## config.mk

```make
export PLATFORM = sky130hd
export DESIGN_NAME = cds_exec
export DESIGN_NICKNAME = d
export VERILOG_FILES = /design/src/cds_pkg.sv /design/src/cds_exec.sv
export VERILOG_INCLUDE_DIRS = /design/src
export SDC_FILE = /design/constraint.sdc
export NUM_CORES = 2
export LEC_CHECK = 0
export BUFFER_PORTS_ARGS = -buffer_cell sky130_fd_sc_hd__buf_2
export CORE_MARGIN = 2
export CORE_UTILIZATION = 55
export DETAILED_ROUTE_END_ITERATION = 16
export PLACE_DENSITY = 0.71
export SLEW_MARGIN = 20
export SYNTH_ARGS = -nofsm -noshare
export SYNTH_HDL_FRONTEND = slang
export SYNTH_SLANG_ARGS = --single-unit
```

## constraint.sdc

```tcl
create_clock -name core_clk -period 4.87 [get_ports core_clk]
set_clock_uncertainty 0.05 [all_clocks]
set_input_delay 0 -clock core_clk [delete_from_list [all_inputs] [get_ports core_clk]]
set_output_delay 0 -clock core_clk [all_outputs]
set_load 0.03 [all_outputs]
```

## src/cds_params.svh

```systemverilog
`ifndef CDS_PARAMS_SVH
`define CDS_PARAMS_SVH
// ****************************************
// instruction fields, opcodes, file size and reset values
// ****************************************
`define CDS_OPC_MSB 13
`define CDS_OPC_LSB 8
`define CDS_DEST_BIT 7
`define CDS_ADDR_MSB 6
`define CDS_OPC_COMPLEMENT 6'h09
`define CDS_OPC_DEC_SKIP 6'h0B
`define CDS_FILE_WORDS 128
`define CDS_ACC_RESET 8'h00
`define CDS_ZERO_RESET 1'b0
`define CDS_FILE_RESET 8'h00
`define CDS_IR_RESET 14'h0000
`endif

```

## src/cds_pkg.sv

```systemverilog
package cds_pkg;
    // ****************************************
    // types
    // ****************************************
    typedef enum logic [1:0] {
        PH_ONE = 2'b00,
        PH_TWO = 2'b01,
        PH_THREE = 2'b10,
        PH_FOUR = 2'b11
    } cds_phase_type;

    typedef struct packed {
        logic [13:0] word;
        logic valid;
    } cds_instr_type;

    typedef struct packed {
        logic [7:0] acc;
        logic zero;
        logic skip;
    } cds_state_type;
endpackage

```

## src/cds_exec.sv

```systemverilog
`timescale 1ns/10ps
`default_nettype none
`include "cds_params.svh"
// executes the complement and decrement-and-skip file instructions
module cds_exec (
    input wire logic core_clk,
    input wire logic resetn,
    input wire cds_pkg::cds_instr_type instr_in,
    output var cds_pkg::cds_phase_type phase_out,
    output var cds_pkg::cds_state_type state_out,
    output logic instr_done,
    output logic [7:0] file_rd_data,
    input wire logic [6:0] file_rd_addr
);
    // ****************************************
    // storage
    // ****************************************
    logic [7:0] file_mem [0:`CDS_FILE_WORDS-1];
    cds_pkg::cds_phase_type phase_q, phase_d;
    logic [13:0] ir_q, ir_d;
    logic ir_valid_q, ir_valid_d;
    logic [7:0] opnd_q, opnd_d;
    logic [7:0] res_q, res_d;
    logic [7:0] acc_q, acc_d;
    logic zero_q, zero_d;
    logic skip_q, skip_d;
    logic nop_q, nop_d;
    logic done_q, done_d;
    logic [7:0] rd_q, rd_d;
    logic wr_en;
    logic [5:0] opc;
    logic dest;
    logic [6:0] addr;
    logic is_comp, is_dec;
    logic in_phase_one, in_phase_two, in_phase_three, in_phase_four;
    logic res_zero;

    // ****************************************
    // decode helpers
    // ****************************************
    // fields come from the latched word, so they stay put from phase two through the next phase one
    assign opc = ir_q[`CDS_OPC_MSB:`CDS_OPC_LSB];
    assign dest = ir_q[`CDS_DEST_BIT];
    assign addr = ir_q[`CDS_ADDR_MSB:0];
    // a cancelled cycle decodes as nothing, so no later phase can act on it
    assign is_comp = ir_valid_q && !nop_q && (opc == `CDS_OPC_COMPLEMENT);
    assign is_dec = ir_valid_q && !nop_q && (opc == `CDS_OPC_DEC_SKIP);
    assign in_phase_one = (phase_q == cds_pkg::PH_ONE);
    assign in_phase_two = (phase_q == cds_pkg::PH_TWO);
    assign in_phase_three = (phase_q == cds_pkg::PH_THREE);
    assign in_phase_four = (phase_q == cds_pkg::PH_FOUR);
    assign res_zero = (res_q == 8'h00);

    // ****************************************
    // phase sequencer
    // ****************************************
    // phases run free; an idle or cancelled cycle still takes all four
    always_comb begin
        phase_d = phase_q;
        case (phase_q)
            cds_pkg::PH_ONE: begin
                phase_d = cds_pkg::PH_TWO;
            end
            cds_pkg::PH_TWO: begin
                phase_d = cds_pkg::PH_THREE;
            end
            cds_pkg::PH_THREE: begin
                phase_d = cds_pkg::PH_FOUR;
            end
            cds_pkg::PH_FOUR: begin
                phase_d = cds_pkg::PH_ONE;
            end
            default: begin
                phase_d = cds_pkg::PH_ONE;
            end
        endcase
    end

    // phase register
    always_ff @(posedge core_clk or negedge resetn) begin
        if (!resetn) begin
            phase_q <= cds_pkg::PH_ONE;
        end else begin
            phase_q <= phase_d;
        end
    end

    // ****************************************
    // instruction latch and skip control
    // ****************************************
    // the word is taken in phase one only; a pending skip turns that cycle into a no-op
    always_comb begin
        ir_d = ir_q;
        ir_valid_d = ir_valid_q;
        nop_d = nop_q;
        skip_d = skip_q;
        if (in_phase_one) begin
            ir_d = instr_in.word;
            ir_valid_d = instr_in.valid;
            nop_d = skip_q;
            skip_d = 1'b0;
        end
        // set in phase four, cleared in phase one, so set and clear never meet
        if (in_phase_four && is_dec) begin
            skip_d = res_zero;
        end
    end

    // instruction registers
    always_ff @(posedge core_clk or negedge resetn) begin
        if (!resetn) begin
            ir_q <= `CDS_IR_RESET;
            ir_valid_q <= 1'b0;
            nop_q <= 1'b0;
            skip_q <= 1'b0;
        end else begin
            ir_q <= ir_d;
            ir_valid_q <= ir_valid_d;
            nop_q <= nop_d;
            skip_q <= skip_d;
        end
    end

    // ****************************************
    // datapath
    // ****************************************
    // operand is captured in phase two, well clear of the phase-four write
    always_comb begin
        opnd_d = opnd_q;
        res_d = res_q;
        if (in_phase_two) begin
            opnd_d = file_mem[addr];
        end
        if (in_phase_three) begin
            if (is_comp) begin
                res_d = ~opnd_q;
            end else if (is_dec) begin
                res_d = opnd_q - 8'h01;
            end
        end
    end

    // datapath registers
    always_ff @(posedge core_clk or negedge resetn) begin
        if (!resetn) begin
            opnd_q <= 8'h00;
            res_q <= 8'h00;
        end else begin
            opnd_q <= opnd_d;
            res_q <= res_d;
        end
    end

    // ****************************************
    // destination write and status
    // ****************************************
    // no-op cycles fall through untouched but still pulse done
    always_comb begin
        acc_d = acc_q;
        zero_d = zero_q;
        done_d = 1'b0;
        wr_en = 1'b0;
        if (in_phase_four) begin
            if (is_comp || is_dec) begin
                if (dest) begin
                    wr_en = 1'b1;
                end else begin
                    acc_d = res_q;
                end
            end
            // only complement touches the flag; decrement leaves it alone
            if (is_comp) begin
                zero_d = res_zero;
            end
            done_d = 1'b1;
        end
    end

    // result registers
    always_ff @(posedge core_clk or negedge resetn) begin
        if (!resetn) begin
            acc_q <= `CDS_ACC_RESET;
            zero_q <= `CDS_ZERO_RESET;
            done_q <= 1'b0;
        end else begin
            acc_q <= acc_d;
            zero_q <= zero_d;
            done_q <= done_d;
        end
    end

    // ****************************************
    // file storage
    // ****************************************
    // every entry clears on reset so a read before the first write is defined;
    // this costs a reset net on each byte but keeps the datapath free of unknowns
    for (genvar e = 0; e < `CDS_FILE_WORDS; e++) begin : g_file
        always_ff @(posedge core_clk or negedge resetn) begin
            if (!resetn) begin
                file_mem[e] <= `CDS_FILE_RESET;
            end else if (wr_en && (addr == 7'(e))) begin
                file_mem[e] <= res_q;
            end
        end
    end

    // ****************************************
    // debug read port
    // ****************************************
    // one cycle of latency keeps the output straight from a flop
    always_comb begin
        rd_d = file_mem[file_rd_addr];
    end

    // debug read register
    always_ff @(posedge core_clk or negedge resetn) begin
        if (!resetn) begin
            rd_q <= 8'h00;
        end else begin
            rd_q <= rd_d;
        end
    end

    // ****************************************
    // outputs
    // ****************************************
    // all outputs come straight from registers
    assign phase_out = phase_q;
    assign state_out = '{acc: acc_q, zero: zero_q, skip: skip_q};
    assign instr_done = done_q;
    assign file_rd_data = rd_q;
endmodule
`default_nettype wire

```

Yosys cells after proc, flatten, opt, wreduce, memory -nomap -nowiden
Index checks and enable logic that the tools add are counted.

storage, ports and cells
  register bits after elaboration = 1,077
  input bits = 24

operators by class
  add/subtract/negate cells = 1
  $lt $le $gt $ge = 2
  eq/ne operators = 132
  muxes and demuxes = 15
  bitwise operators = 4
  reduce and logical (&&, ||, !) cells = 142

operator list
  operator                                           count
  == test 7 bit (second input constant)              64
  == test 7 x 6 -> 1 bit (second input constant)     32
  logical AND 1 bit                                  132
  binary-select mux 8 bit (select 7 bit)             2
  == test 7 x 5 -> 1 bit (second input constant)     16
  == test 7 x 4 -> 1 bit (second input constant)     8
  two-way mux 8 bit                                  6
  == test 7 x 3 -> 1 bit (second input constant)     4
  >= comparator 8 bit (second input constant)        2
  inverter 7 -> 8 bit                                2
  == test 7 x 2 -> 1 bit (second input constant)     2
  == test 6 x 4 -> 1 bit (second input constant)     2
  logical NOT 8 bit                                  1
  inverter 8 bit                                     1
  case mux 2 bit (4 select lines)                    1
  subtractor 8 x 1 -> 8 bit (second input constant)  1
  == test 7 x 1 -> 1 bit (second input constant)     1
  logical NOT 7 bit                                  1
  two-way mux 1 bit                                  6
  == test 2 bit (second input constant)              2
  AND reduction 2 bit                                2
  nonzero test 2 bit                                 2
  AND reduction 3 bit                                1
  == test 2 x 1 -> 1 bit (second input constant)     1
  4 further kinds                                    4

Depth between registers and ports, before layout
  depth in word-level cells = 7
  mapped depth = 12
  depth with buffers taken out = 7

Least setup slack after synthesis
Ideal clock, no wire load.

  kind = reg-to-reg
  from = register phase_q[1] (netlist: phase_out[1])
  to = register file_mem[240] (netlist bit)
  setup time = 125 ps
  arrival = 2,493 ps
  required time = 4,695 ps
  path slack = 2,202 ps
  stages on the path, launching flop included = 8
  path buffers = 2
  period minus slack after synthesis = 2,668 ps
  path through = dfrtp_1 > ha_1 > buf_1 > nand2_1 > or4_1 > buf_2 > nor2_4 > mux2_2

between the ends
  longest elaborated chain between the ends = 3

RTL lines
  item                            line             source
  start: declaration              cds_exec.sv:19   cds_pkg::cds_phase_type phase_q, phase_d;
  start signal: assignment        cds_exec.sv:82   phase_q <= cds_pkg::PH_ONE;
  start signal: assignment        cds_exec.sv:84   phase_q <= phase_d;
  == test 2 bit                   cds_exec.sv:51   assign in_phase_four = (phase_q == cds_pkg::PH_FOUR);
  two-way mux 1 bit               cds_exec.sv:163  if (in_phase_four) begin
  logical AND 1 bit               cds_exec.sv:201  end else if (wr_en && (addr == 7'(e))) begin
  end signal: indexed assignment  cds_exec.sv:200  file_mem[e] <= `CDS_FILE_RESET;
  end signal: indexed assignment  cds_exec.sv:202  file_mem[e] <= res_q;
  end: declaration                cds_exec.sv:18   logic [7:0] file_mem [0:`CDS_FILE_WORDS-1];

Every way passes these cells.
A chain may end at the register's enable or synchronous reset.

Worst setup path in the final report
  from = register ir_q[10]
  to = register file_mem[224] (netlist bit)

between the ends
  longest elaborated chain between the ends = 6
  elaborated cells between the ends (all ways) = 8
  classes of those cells = 2 x eq/ne; 2 x mux; 4 x reduce/logical

RTL lines
  item                                     line                            source
  start: declaration                       cds_exec.sv:20                  logic [13:0] ir_q, ir_d;
  start signal: assignment                 cds_exec.sv:112                 ir_q <= `CDS_IR_RESET;
  start signal: assignment                 cds_exec.sv:117                 ir_q <= ir_d;
  == test 6 x 4 -> 1 bit (no source line)  n/a
  logical AND 1 bit (on tied branches)     cds_exec.sv:46, cds_exec.sv:47
  logical OR 1 bit *                       cds_exec.sv:164                 if (is_comp || is_dec) begin
  two-way mux 1 bit *                      cds_exec.sv:164
  two-way mux 1 bit *                      cds_exec.sv:163
  logical AND 1 bit *                      cds_exec.sv:201

Mark *: on every way between the ends. The rest lies on a longest branch, timed or not.

==> flow_summary.ini <==
[timing]
setup_violations = 0
rsz0062_at_grt = false
hold_ws_ns = 0.04602
relSlewSlack_pct = 19.40
final.min_clock_period_ns = 3.995
timing.setup.tns_ns = 0
final-hold-violation-count = 0
fmax_mhz = 250.3
post-route-period-util_pct = 82.04
slew_violations = 0
worstMarginPinSlew_ns = 1.206

[run]
cap_violations = 0

[outcome]
failed_checks = antenna violations
outcome = finished, violations left

[clocking]
cts_root_buf = clkbuf_16
cts_resized = 0
cts.sinks = 1077
clk_pin_slew_ns = 0.06
numCtsBuffers = 113
htreeDepth = 3
clock_path_buffers = 3
cts_tree = done
insertion_delay_ns = 0.71
cts_setup_buffers = 0

[floorplan]
dieHeight_um = 326.8
io_pins = 45
rows = 118
start_util_pct = 55.38
core_area_mm2 = 0.1035
die_w_um = 326.8
dieArea_mm2 = 0.1068

[setup_path]
cp.arrival_ns = 4.53
slowest_stage = nor2_2
r2r_setup_slack_ns = 0.87
crit_chain = nor4b_1 > nand2_1 > nor3b_1 > nand4_2 > nor2_2 > mux2_2
r2r-end = file_mem[224]$_DFFE_PN0P_
r2r_start = ir_q[10]$_DFFE_PN0P_
critPathRequiredTime_ns = 5.40
critPathLaunchType = flip-flop
crit_path_max_fanout = 8
worstSetupPathType = reg -> reg
end_kind = flip-flop
slowest_delay_ns = 0.90
reg2reg_depth = 6

[synth]
synth-edff-count = 0
synth-main-ff-cell = dfrtp_1
synth.area.top_cells = dfrtp_1 47%, mux2_2 21%, mux4_2 21%
netlist_instances = 3711
async_reset_ff_share_pct = 100.0
syn-cell-area_mm2 = 0.05731
ys_seq_area_share_pct = 47.02
avgSynthCellArea_um2 = 15.44
netlist.area_leader.share_pct = 47.02
yosys.area.top_type = dfrtp_1
synth_seq_cells = 1077
syn_nets = 3740
ys_types = 47
synth.yosys.warnings = 0

[global_route]
grt_max_degree = 156
grt_pass1_wl_mm = 266.2
grt_usage_pct = 34.44
antenna_found_initial = 6
grt_pass1_vias = 36480
gr-total-overflow = 0

[cells_and_area]
nFillCells = 7690
final_common_cell = mux2_2
drive_gt1_share_pct = 55.41
regArea_mm2 = 0.02699
layout_common_cells = 1072 x mux2_2, 1066 x dfrtp_1, 522 x mux4_2
multi_input_area_mm2 = 0.02901
final_area_mm2 = 0.06324
area_delta_synth_final_pct = 10.34
nNetsFinal = 3703

[place]
placed_area_mm2 = 0.05894
port_buffers = 44
gp_congestion = 0.9372
dp_hpwl_mm = 119.6

[routing]
firstDrtPassIters = 5
ant_nets = 1
via_per_inst = 7.051
wl_mm = 181.6
post-route-drc-count = 0
drtIter0Drc = 4429
post_drt_wl_per_cell_um = 35.21
vias = 36360

[power_and_ir_drop]
p_leak_nw = 28.51
p_per_area_mw_per_mm2 = 310.8
vdd_drop_max_uv = 297.6
total_power_mw = 19.65

[hold_path]
hold_end = ir_q[8]$_DFFE_PN0P_
hp-class = in -> reg
min_path_cells = 3
hold_start = instr_in[9]
==> critical path: cells and delay by family (launching register included) <==
family	cells	cell delay (ns)
AND/OR/NAND/NOR	5	3.02
flip-flops	1	0.38
multiplexers	1	0.41
==> per-stage QoR <==
| stage | utilization (%) | worst slack, ns | cells |
|---|---|---|---|
| after global placement | 56.95 | 1.115 | 4913 |
| after CTS | 61.09 | 1.028 | 5150 |
| after global routing | 61.09 | 0.7892 | 5150 |
| after detailed placement | 56.95 | 1.049 | 4913 |
| final | 61.11 | 0.8746 | 5157 |
| after floorplan | - | 2.202 | 3711 |
==> report_power, final <==
group,total [mW],internal [mW],switching (mW)
clock,9.30,5.53,3.77
combinational,1.19,0.359,0.833
sequential,9.16,8.97,0.196
total,19.7,14.9,4.80
==> metal layers <==
metal | up-vias | GRT usage [%] | share of wire [%]
li1 | 14320 | - | -
met1 | 19640 | 48.83 | 40
met2 | 1971 | 49.91 | 44
met3 | 419 | 10.27 | 11
met4 | 4 | 14.44 | 4.9
met5 | - | 0 | 0.014
==> logic make-up (layout without fill, tap and decap cells) <==
logic type	Yosys count	after routing	synth area share, %
buf+inv	325	384	2.399
mux	1770	1770	44.65
other cells	0	7	0
flops	1077	1077	47.02
xor+xnor	6	6	0.09169
fa+ha+maj	5	5	0.1092
simple gates	335	335	3.497
compound gates	193	193	2.227
==> worst max-delay path by stage <==
stage	startpoint	to	slack, ns	cells after the start
floorplan	phase_out[1]$_DFF_PN0_	file_mem[240]$_DFFE_PN0P_	2.20	7
global placement	ir_q[10]$_DFFE_PN0P_	file_mem[201]$_DFFE_PN0P_	1.12	6
detailed placement	ir_q[10]$_DFFE_PN0P_	file_mem[323]$_DFFE_PN0P_	1.05	6
CTS	ir_q[10]$_DFFE_PN0P_	file_mem[324]$_DFFE_PN0P_	1.03	6
global route	ir_q[13]$_DFFE_PN0P_	file_mem[226]$_DFFE_PN0P_	0.79	6
finish	ir_q[10]$_DFFE_PN0P_	file_mem[224]$_DFFE_PN0P_	0.87	6
==> cell type report <==
class / count / area share [%]
clock buffers: 151 / 5.142
repair buffers: 166 / 2.319
multi-input cells: 2309 / 45.87
inverters: 7 / 0.04353
flip-flops and latches: 1077 / 42.68
clock inverters: 60 / 1.187
diodes: 7 / 0.02770
well taps: 1380 / 2.730
==> synthesized netlist by cell type, types with 12 or more instances <==
cell / instances
mux2_2: 1072
buf_2: 70
buf_1: 33
o21ai_0: 21
buf_4: 12
mux2i_1: 173
dfrtp_1: 1077
a22oi_1: 89
a21oi_1: 36
a31oi_1: 24
nor2_1: 29
nor2_2: 88
nor2_4: 40
nand2_1: 82
nand3_1: 27
mux4_2: 522
nor3_1: 15
clkbuf_1: 200
==> timing repair <==
| item | 4_1_cts | 5_1_grt |
|---|---|---|
| endpoints found under the setup margin | 0 | 0 |
| hold buffers | 26 | 0 |
| hold endpoints to repair | 300 | 0 |
==> flip-flops by register name (all words and copies together) (netlist names) <==
name,flops
ir_q,14
phase_out,2
nop_q,1
ir_valid_q,1
res_q,8
opnd_q,8
acc_q,8
instr_done,1
file_mem,1024
skip_q,1
file_rd_data,8
zero_q,1
(Power assumes the default switching activity.)
